`config.mk`:
```
export PLATFORM = sky130hd
export DESIGN_NAME = spcg_sleep_gate
export DESIGN_NICKNAME = d
export VERILOG_FILES = /design/src/spcg_pkg.sv /design/src/spcg_sleep_gate.sv
export SDC_FILE = /design/constraint.sdc
export NUM_CORES = 1
export LEC_CHECK = 0
export CORE_ASPECT_RATIO = 1.2
export CORE_MARGIN = 4
export CORE_UTILIZATION = 62
export DETAILED_ROUTE_END_ITERATION = 12
export DONT_BUFFER_PORTS = 1
export PLACE_DENSITY = 0.78
export SLEW_MARGIN = 20
export SYNTH_ARGS = -nofsm -noshare
export SYNTH_HDL_FRONTEND = slang
export SYNTH_SLANG_ARGS = --single-unit
```
`constraint.sdc`:
```
create_clock -name clk_i -period 2.1 [get_ports clk_i]
set_input_delay 0.21 -clock clk_i [delete_from_list [all_inputs] [get_ports clk_i]]
set_output_delay 0.21 -clock clk_i [all_outputs]
set_load 0.02 [all_outputs]
```
`src/spcg_pkg.sv`:
```
// spcg_pkg: register map, field positions, reset values and timing counts
// for the sleep and peripheral clock gating block.
// assumes a 50 MHz system clock and a 32-bit classic wishbone slave port.

package spcg_pkg;

  // ------------------------------------------------------------------
  // register map
  // ------------------------------------------------------------------
  localparam logic [3:0] ADDR_SLEEP_CONTROL = 4'h0;
  localparam logic [3:0] ADDR_PERIPH_GATE = 4'h4;
  localparam logic [3:0] ADDR_STATUS = 4'h8;

  // sleep control fields
  localparam int SLEEP_ARM_BIT = 4;
  localparam int SLEEP_MODE_LSB = 5;
  localparam logic [7:0] SLEEP_CONTROL_MASK = 8'h70;

  // gate register fields
  localparam int GATE_CONVERTER = 0;
  localparam int GATE_SERIAL_ZERO = 1;
  localparam int GATE_SERIAL_ONE = 2;
  localparam int GATE_UNIVERSAL = 3;
  localparam int GATE_TIMER_ZERO = 4;
  localparam int GATE_TIMER_ONE = 5;
  localparam int GATE_TWO_WIRE = 6;
  localparam logic [7:0] PERIPH_GATE_MASK = 8'h7f;

  // values after reset
  localparam logic [7:0] SLEEP_CONTROL_RESET = 8'h00;
  localparam logic [7:0] PERIPH_GATE_RESET = 8'h00;

  // sleep modes
  typedef enum logic [1:0] {
    SPCG_MODE_IDLE = 2'b00,
    SPCG_MODE_NOISE = 2'b01,
    SPCG_MODE_POWER_DOWN = 2'b10,
    SPCG_MODE_STANDBY = 2'b11
  } spcg_mode_e;

  // sleep sequencer states
  typedef enum logic [1:0] {
    SPCG_ST_ACTIVE = 2'b00,
    SPCG_ST_ASLEEP = 2'b01,
    SPCG_ST_WAKE = 2'b10
  } spcg_state_e;

  // timing
  localparam int WAKE_HALT_CYCLES = 4;
  localparam int STANDBY_WAKE_CYCLES = 6;
  localparam int STARTUP_NS = 1000;
  localparam int CLK_PERIOD_NS = 20;
  localparam int STARTUP_CYCLES = (STARTUP_NS + CLK_PERIOD_NS - 1) / CLK_PERIOD_NS;
  localparam logic [7:0] WAKE_CNT_RESET = 8'h00;

endpackage

```
`src/spcg_sleep_gate.sv`:
```
// spcg_sleep_gate: sleep control and per-peripheral clock gating.
// assumes a core that pulses sleep_instr_i on a sleep instruction and
// wake_event_i on an enabled interrupt; all inputs are on clk_i.
`timescale 1ns/1ps
`default_nettype none

module spcg_sleep_gate
(
  input wire logic clk_i,
  input wire logic rst_i,
  // wishbone slave
  input wire logic wb_cyc_i,
  input wire logic wb_stb_i,
  input wire logic wb_we_i,
  input wire logic [3:0] wb_adr_i,
  input wire logic [3:0] wb_sel_i,
  input wire logic [31:0] wb_dat_i,
  output logic [31:0] wb_dat_o,
  output logic wb_ack_o,
  // core side
  input wire logic sleep_instr_i,
  input wire logic wake_event_i,
  output logic core_halt_o,
  // fuses and peripheral state
  input wire logic debug_enable_fuse_i,
  input wire logic converter_enabled_i,
  input wire logic watchdog_enabled_i,
  input wire logic comparator_int_ref_i,
  input wire logic [6:0] periph_access_i,
  // clock enables and controls
  output logic [6:0] periph_clk_en_o,
  output logic [6:0] periph_access_o,
  output logic io_clk_en_o,
  output logic converter_clk_en_o,
  output logic main_osc_en_o,
  output logic input_buffer_en_o,
  output logic comparator_en_o,
  output logic watchdog_run_o,
  output logic converter_extended_o
);

  // ------------------------------------------------------------------
  // register file
  // ------------------------------------------------------------------
  logic [7:0] sleep_control;
  logic [7:0] peripheral_clock_gate;
  spcg_pkg::spcg_state_e state;
  logic [7:0] wake_cnt;
  logic converter_was_on;
  logic converter_extended;
  logic ack;

  logic wb_req;
  logic wb_wr;
  // ack in the request term keeps a held strobe from being taken twice;
  // the price is one idle cycle between back-to-back transfers
  assign wb_req = wb_cyc_i & wb_stb_i & ~ack;
  assign wb_wr = wb_req & wb_we_i & wb_sel_i[0];

  // one registered ack per request, a cycle after it, dropped the cycle after
  always_ff @(posedge clk_i)
  begin
    if (rst_i)
      ack <= 1'b0;
    else
      ack <= wb_req;
  end
  assign wb_ack_o = ack;

  // writable bits only; reserved bits never store
  always_ff @(posedge clk_i)
  begin
    if (rst_i)
    begin
      sleep_control <= spcg_pkg::SLEEP_CONTROL_RESET;
      peripheral_clock_gate <= spcg_pkg::PERIPH_GATE_RESET;
    end
    else if (wb_wr)
    begin
      if (wb_adr_i == spcg_pkg::ADDR_SLEEP_CONTROL)
        sleep_control <= wb_dat_i[7:0] & spcg_pkg::SLEEP_CONTROL_MASK;
      if (wb_adr_i == spcg_pkg::ADDR_PERIPH_GATE)
        peripheral_clock_gate <= wb_dat_i[7:0] & spcg_pkg::PERIPH_GATE_MASK;
    end
  end

  // read data registered; unmapped offsets read zero
  always_ff @(posedge clk_i)
  begin
    if (rst_i)
      wb_dat_o <= 32'h00000000;
    else if (wb_req)
    begin
      case (wb_adr_i)
        spcg_pkg::ADDR_SLEEP_CONTROL: wb_dat_o <= {24'h000000, sleep_control};
        spcg_pkg::ADDR_PERIPH_GATE: wb_dat_o <= {24'h000000, peripheral_clock_gate};
        spcg_pkg::ADDR_STATUS: wb_dat_o <= {28'h0000000, converter_extended,
          core_halt_o, state};
        default: wb_dat_o <= 32'h00000000;
      endcase
    end
  end

  // ------------------------------------------------------------------
  // sleep sequencer
  // ------------------------------------------------------------------
  spcg_pkg::spcg_mode_e mode;
  logic sleep_arm;
  logic [7:0] wake_len;
  assign mode = spcg_pkg::spcg_mode_e'(sleep_control[spcg_pkg::SLEEP_MODE_LSB +: 2]);
  assign sleep_arm = sleep_control[spcg_pkg::SLEEP_ARM_BIT];

  // power-down and standby stop both the io and the converter clocks
  function automatic logic all_clocks_stop(input spcg_pkg::spcg_mode_e m);
    return (m == spcg_pkg::SPCG_MODE_POWER_DOWN) || (m == spcg_pkg::SPCG_MODE_STANDBY);
  endfunction

  // standby keeps the oscillator so skips start-up; idle pays the halt only;
  // noise and power-down pay start-up plus the halt; a fixed start-up figure is a simplification
  always_comb
  begin
    if (mode == spcg_pkg::SPCG_MODE_STANDBY)
      wake_len = 8'(spcg_pkg::STANDBY_WAKE_CYCLES);
    else if (mode == spcg_pkg::SPCG_MODE_IDLE)
      wake_len = 8'(spcg_pkg::WAKE_HALT_CYCLES);
    else
      wake_len = 8'(spcg_pkg::STARTUP_CYCLES + spcg_pkg::WAKE_HALT_CYCLES);
  end

  // the wake counter is loaded on the wake event and runs down to one;
  // the mode is read live, so software must not change it while asleep
  always_ff @(posedge clk_i)
  begin
    if (rst_i)
    begin
      state <= spcg_pkg::SPCG_ST_ACTIVE;
      wake_cnt <= spcg_pkg::WAKE_CNT_RESET;
    end
    else
    begin
      case (state)
        spcg_pkg::SPCG_ST_ACTIVE:
          if (sleep_instr_i && sleep_arm)
            state <= spcg_pkg::SPCG_ST_ASLEEP;
        spcg_pkg::SPCG_ST_ASLEEP:
          if (wake_event_i)
          begin
            state <= spcg_pkg::SPCG_ST_WAKE;
            wake_cnt <= wake_len;
          end
        spcg_pkg::SPCG_ST_WAKE:
          if (wake_cnt <= 8'h01)
          begin
            state <= spcg_pkg::SPCG_ST_ACTIVE;
            wake_cnt <= spcg_pkg::WAKE_CNT_RESET;
          end
          else
            wake_cnt <= wake_cnt - 8'h01;
        default:
          state <= spcg_pkg::SPCG_ST_ACTIVE;
      endcase
    end
  end

  logic asleep;
  logic deep;
  logic clocks_stopped;
  assign asleep = (state == spcg_pkg::SPCG_ST_ASLEEP);
  assign deep = asleep && (mode != spcg_pkg::SPCG_MODE_IDLE);
  // both io and converter clocks are off here, so buffers drop as well
  assign clocks_stopped = asleep && all_clocks_stop(mode);
  assign core_halt_o = (state != spcg_pkg::SPCG_ST_ACTIVE);

  // ------------------------------------------------------------------
  // clock enables
  // ------------------------------------------------------------------
  // io clock runs in active, wake and idle only
  assign io_clk_en_o = !deep;
  assign converter_clk_en_o = !clocks_stopped
    && !peripheral_clock_gate[spcg_pkg::GATE_CONVERTER];
  assign main_osc_en_o = !(asleep && mode == spcg_pkg::SPCG_MODE_POWER_DOWN)
    || debug_enable_fuse_i;
  // digital inputs kept only for wake detection, handled outside
  // wake pins keep their buffers through a separate path not modelled here
  assign input_buffer_en_o = !clocks_stopped;
  assign watchdog_run_o = watchdog_enabled_i;

  // freezing by clock enable keeps every flop and allocation of the unit
  always_comb
  begin
    periph_clk_en_o = ~peripheral_clock_gate[6:0] & {7{io_clk_en_o}};
    periph_clk_en_o[spcg_pkg::GATE_CONVERTER] = converter_clk_en_o;
  end

  // register strobes do not reach a gated unit
  assign periph_access_o = periph_access_i & ~peripheral_clock_gate[6:0];

  // comparator needs the converter gate bit clear; power-down and standby drop it unless on reference
  assign comparator_en_o = !peripheral_clock_gate[spcg_pkg::GATE_CONVERTER]
    && (input_buffer_en_o || comparator_int_ref_i);

  // converter enable is never forced off by sleep; track off-on cycles
  always_ff @(posedge clk_i)
  begin
    if (rst_i)
    begin
      converter_was_on <= 1'b0;
      converter_extended <= 1'b1;
    end
    else
    begin
      converter_was_on <= converter_enabled_i;
      if (converter_enabled_i && !converter_was_on)
        converter_extended <= 1'b1;
      else if (converter_enabled_i && converter_clk_en_o)
        converter_extended <= 1'b0;
    end
  end
  assign converter_extended_o = converter_extended;
endmodule // spcg_sleep_gate

`default_nettype wire
```
## Word-level counts from Yosys, hierarchy flattened

Cells that the tools add are included.

- Bits in registers: 55
- Input bits: 58
- Output and inout port bits: 55
- Logic and storage cells: 64

- $add $sub $neg: 1
- Order comparisons: 1
- Equality and inequality tests: 9
- Mux-type cells: 10
- Bitwise operators: 8
- Reductions and logical operators: 27

Operator list:

| operator | count |
|---|---|
| one-hot mux 7 bit (3 select lines) | 1 |
| 2-to-1 mux 8 bit | 2 |
| one-hot mux 8 bit (2 select lines) | 1 |
| bitwise AND 7 bit | 2 |
| 2-to-1 mux 6 bit | 2 |
| <= comparator 8 x 1 -> 1 bit, second input constant | 1 |
| logical AND 1 bit | 8 |
| subtractor 8 x 1 -> 8 bit, second input constant | 1 |
| NOT 7 bit | 1 |
| == test 2 bit, second input constant | 3 |
| 2-to-1 mux 2 bit | 3 |
| inequality test 2 bit, second input constant | 3 |
| one-hot mux 2 bit (3 select lines) | 1 |
| AND reduction 2 bit | 3 |
| nonzero test 2 bit | 3 |
| logical NOT 1 bit | 5 |
| bitwise AND 1 bit | 4 |
| == test 4 x 3 -> 1 bit, second input constant | 1 |
| == test 4 bit, second input constant | 1 |
| logical NOT 2 bit | 2 |
| logical NOT 4 bit | 1 |
| logical OR 1 bit | 3 |
| AND reduction 3 bit | 1 |
| == test 2 x 1 -> 1 bit, second input constant | 1 |
| 2 further kinds | 2 |

## Longest topological paths before layout

- Depth in word-level cells: 6
- Mapped depth: 6
- Gate-level depth less buffers: 6

## Worst setup path before layout

OpenSTA, ideal clock, no wires.

- Path kind: register to register
- From: register wake_cnt[0]
- To: register wake_cnt[7]
- Setup time: 0.062 ns
- Arrival: 1.767 ns
- Data required time: 2.038 ns
- Slack: 0.270 ns
- Cell stages (with the launch flop): 7
- Buffers on the path: 0
- Period minus slack after synthesis: 1.830 ns
- Cell sequence: dfxtp_1 > inv_1 > ha_1 > or2_1 > a31oi_2 > or4b_1 > nand3_1

- Longest elaborated chain between the ends: 3
- Elaborated cells on any way between the ends: 4
- Those cells by class: add/sub (1); order compare (1); mux (2)

RTL lines:

| item | RTL line | RTL |
|---|---|---|
| start, declared | spcg_sleep_gate.sv:48 | `logic [7:0] wake_cnt;` |
| start signal, assigned | spcg_sleep_gate.sv:137 | `wake_cnt <= spcg_pkg::WAKE_CNT_RESET;` |
| start signal, assigned | spcg_sleep_gate.sv:149 | `wake_cnt <= wake_len;` |
| start signal, assigned | spcg_sleep_gate.sv:155 | `wake_cnt <= spcg_pkg::WAKE_CNT_RESET;` |
| subtractor 8 x 1 -> 8 bit or <= comparator 8 x 1 -> 1 bit (tied branches) | spcg_sleep_gate.sv:158, spcg_sleep_gate.sv:152 |  |
| 2-to-1 mux 8 bit * | spcg_sleep_gate.sv:152 | `if (wake_cnt <= 8'h01)` |
| one-hot mux 8 bit (2 select lines) * | spcg_sleep_gate.sv:141 | `case (state)` |

Every way passes the cells marked *; elsewhere a longest branch is shown, timed or not.
A chain may end at the register's enable or synchronous reset.

## Worst setup path after layout

- From: register sleep_control[5]
- To: output port comparator_en_o

- Longest elaborated chain between the ends: 6
- Elaborated cells on any way between the ends: 7
- Those cells by class: eq/ne (2); reduce/logical (5)

RTL lines:

| item | RTL line | RTL |
|---|---|---|
| start, declared | spcg_sleep_gate.sv:45 | `logic [7:0] sleep_control;` |
| start signal, assigned | spcg_sleep_gate.sv:75 | `sleep_control <= spcg_pkg::SLEEP_CONTROL_RESET;` |
| start signal, assigned | spcg_sleep_gate.sv:81 | `sleep_control <= wb_dat_i[7:0] & spcg_pkg::SLEEP_CONTROL_MASK;` |
| == test 2 bit | spcg_sleep_gate.sv:115 | `return (m == spcg_pkg::SPCG_MODE_POWER_DOWN) \|\| (m == spcg_pkg::SPCG_MODE_STANDBY);` |
| logical OR 1 bit * | spcg_sleep_gate.sv:115 |  |
| logical AND 1 bit * | spcg_sleep_gate.sv:171 | `assign clocks_stopped = asleep && all_clocks_stop(mode);` |
| logical NOT 1 bit * | spcg_sleep_gate.sv:185 | `assign input_buffer_en_o = !clocks_stopped;` |
| via input_buffer_en_o | spcg_sleep_gate.sv:36 | `output logic input_buffer_en_o,` |
| logical OR 1 bit * | spcg_sleep_gate.sv:200 | `&& (input_buffer_en_o \|\| comparator_int_ref_i);` |
| logical AND 1 bit * | spcg_sleep_gate.sv:200 |  |
| end, declared | spcg_sleep_gate.sv:37 | `output logic comparator_en_o,` |

The timed path passes the listed nets; every way through them passes the cells marked *.

==> metrics.txt <==
outcome=complete, no violations; met1 Use GR=18.4%; Clock power frac=a little under a third; setup TNS=0 ns; DRC=0; Hold Path End=converter_was_on; clk sinks=30; Post-CTS Setup Inserts=0; unrepaired setup endpoints after global routing=no; fin cells=243; Placer Congestion=approximately 0.86; Pins Over Slew Limit=0; final setup skew=a little under 0.005 ns; Yosys reg bits=30; most frequent cells in the layout=30 x dfxtp_1, 25 x nor2_1, 25 x conb_1; Layout area overhead=-0.353%; Setup crit end kind=output port; Root Driver=clkbuf_4; vias per cell=around 5.5; via count=between 1k and 1.5k; M2 GR Usage=39.7%; met3 GRT Util=7.36%; Post-Route WL=between 3 and 4 mm; Worst R2R Setup Slack=0.24 ns; DR pass1 iterations=4; worst-path fanout max=4; Psw=0.255 mW; placed insts=234; Die ar.=roughly 3800 um^2; Yosys cell types=43; Power Total=approximately 0.97 mW; crit path launch=sleep_control[5]; kind of critical path=reg2out; Fillers=242; total CTS buffers=5; cell-internal power=between 0.7 and 0.8 mW; design area=about 1800 um^2; Final ANT Viol Nets=0; Top FF cell, synth=dfxtp_1; grt peak-use layer=met2; largest net degree at the start of global routing=21; switch share=between 20% and 30%; GRT Overall Usage=around a fifth; Routed wire per std cell=between 15 and 20 um; Final Cycle Share=93.2%; commonest non-fill, non-tap cell in the layout=dfxtp_1; Hold Crit Class=in2reg; drt initial violations=27; hold slack=0.0171 ns; Leak Pwr=0.782 nW; H-Tree Depth=2; Hold Vio Cnt, Final=0; Bufs on Longest Clock Path=2; r2r worst-path depth=6; final net count=between 200 and 300; CORE AREA=roughly 2800 um^2; Worst Hold Depth=1; Detailed Place HPWL=~2.9 mm; Comb pwr share=under 10%; clock latency on the worst-skew pair=about 0.32 ns; CP arrival=1.75 ns; die width=56.8 um; setup violators final=0; vias in the first global route=~1.3k; starting density of the core=between 60% and 70%; Syn Std Cell Area=between 1500 and 2000 um^2; register area share after synthesis=around 34%; I/O Buffers=0; Max-slew headroom=49.6%; Avg Synthesized Cell Area=roughly 8.6 um^2; num rows=21; initial antenna violation count=1; CTS clock-pin slew for the worst setup and hold paths=approximately 0.08 ns; Post-synth EDFFs=0; Worst Hold Launch=converter_enabled_i; CTS tree=done; Flop pwr share=approximately three fifths; Cell Pwr Density=548 nW/um^2; share of cells above drive strength 1=around 7%; gate count of the mapped netlist=about 210; Worst Max-Slew Pin Slew=0.754 ns; Ys Warns=0; max cap viols=0; Fmax achieved=about 510 MHz; Reg-to-Reg Start=wake_cnt[0]; Worst EP required=1.89 ns; ys async rst share=0%; die height=between 60 and 70 um; global-route wire length before repair=5.87 mm; Max IR drop VDD=between 400 and 500 uV; GRT overflow=0; startpoint types=flip-flop; IO Pins=about 110; post-layout min period=approximately 2 ns; placed cell area=roughly 1700 um^2; worst r2r dst=wake_cnt[7]
-- synthesized netlist by cell type (all sizes together), types with 2 or more instances --
library cell / n / area, um^2
buf: 29 / 213
nand3: 5 / 25.0
nand4: 2 / 12.5
nand3b: 2 / 15.0
ha: 6 / 75.1
nor3b: 2 / 15.0
o21ai: 5 / 25.0
clkbuf: 5 / 18.8
nand2b: 3 / 18.8
or2: 3 / 18.8
nor2b: 13 / 81.3
nor3: 2 / 10.0
a21oi: 6 / 30.0
a22o: 9 / 78.8
inv: 8 / 30.0
dfxtp: 30 / 601
nand2: 13 / 48.8
mux2i: 13 / 130
a222oi: 2 / 20.0
nor2: 26 / 97.6
nor4: 3 / 33.8
-- cell type report --
type | count | area (um^2) | share of cell area [%]
multi-input cells | 158 | 1010 | 56.9
clock buffers | 7 | 45.0 | 2.55
repair buffers | 5 | 40.0 | 2.27
well taps | 34 | 42.5 | 2.41
diodes | 1 | 2.50 | 0.142
flip-flops and latches | 30 | 601 | 34.0
inverters | 8 | 30.0 | 1.70
-- worst max-delay path, cell delays in order, from the launching register on --
cell and delay, ns:
dfxtp_1 0.39, inv_1 0.10, ha_1 0.21, or2_1 0.23, nand2_1 0.21, nor2_1 0.08, nor2_2 0.21
-- through the flow --
stage	worst slack (ns)	util [%]
after floorplan	0.270	-
after global placement	0.298	61.8
after detailed placement	0.263	61.8
after CTS	0.0426	63.8
after global routing	0.0388	64.0
final	0.143	64.0
-- cells by family after synthesis --
group	Yosys count	share of synthesized area, %
AOI/OAI and AO/OA	33	14.8
xor gates and xnor gates	1	0.494
adders and majority gates	6	4.23
buffers and inverters	42	14.7
DFF	30	33.9
muxes	14	7.97
other	1	0.212
and+or+nand+nor	79	23.6
-- timing repair --
item / 4_1_cts / 5_1_grt
setup endpoints to repair: 0 / 1
hold buffers: 1 / 0
resized for setup: 0 / 2
endpoints found under the hold margin: 20 / 0
-- per-layer routing --
metal / part of all wire, % / wire, um / vias up
met4: 1.0 / 39 / 0
met1: 35 / 1320 / 625
li1: - / - / 671
met5: 0 / 0 / -
met3: 7.4 / 277 / 7
met2: 56 / 2100 / 38
-- sequential cells by signal, summed over array words and instances, names as in the netlist --
| register | count |
|---|---|
| converter_extended_o | 1 |
| wb_ack_o | 1 |
| sleep_control | 3 |
| wb_dat_o | 7 |
| converter_was_on | 1 |
| peripheral_clock_gate | 7 |
| state | 2 |
| wake_cnt | 8 |
-- worst max-delay path by stage --
| stage | endpoint |
|---|---|
| 2_1_floorplan | wake_cnt[7] |
| 3_3_place_gp | wake_cnt[7] |
| 3_5_place_dp | wake_cnt[7] |
| 4_1_cts | comparator_en_o |
| 5_1_grt | comparator_en_o |
| 6_report | comparator_en_o |
-- power groups by stage --
| stage | combinational, mW | sequential [mW] | clock [mW] |
|---|---|---|---|
| floorplan | 0.120 | 0.590 | 0 |
| global placement | 0.0767 | 0.591 | 0 |
| detailed placement | 0.0775 | 0.591 | 0 |
| CTS | 0.0852 | 0.577 | 0.318 |
| global route | 0.0932 | 0.578 | 0.339 |
| finish | 0.0863 | 0.577 | 0.305 |
(Power assumes the default switching activity.)
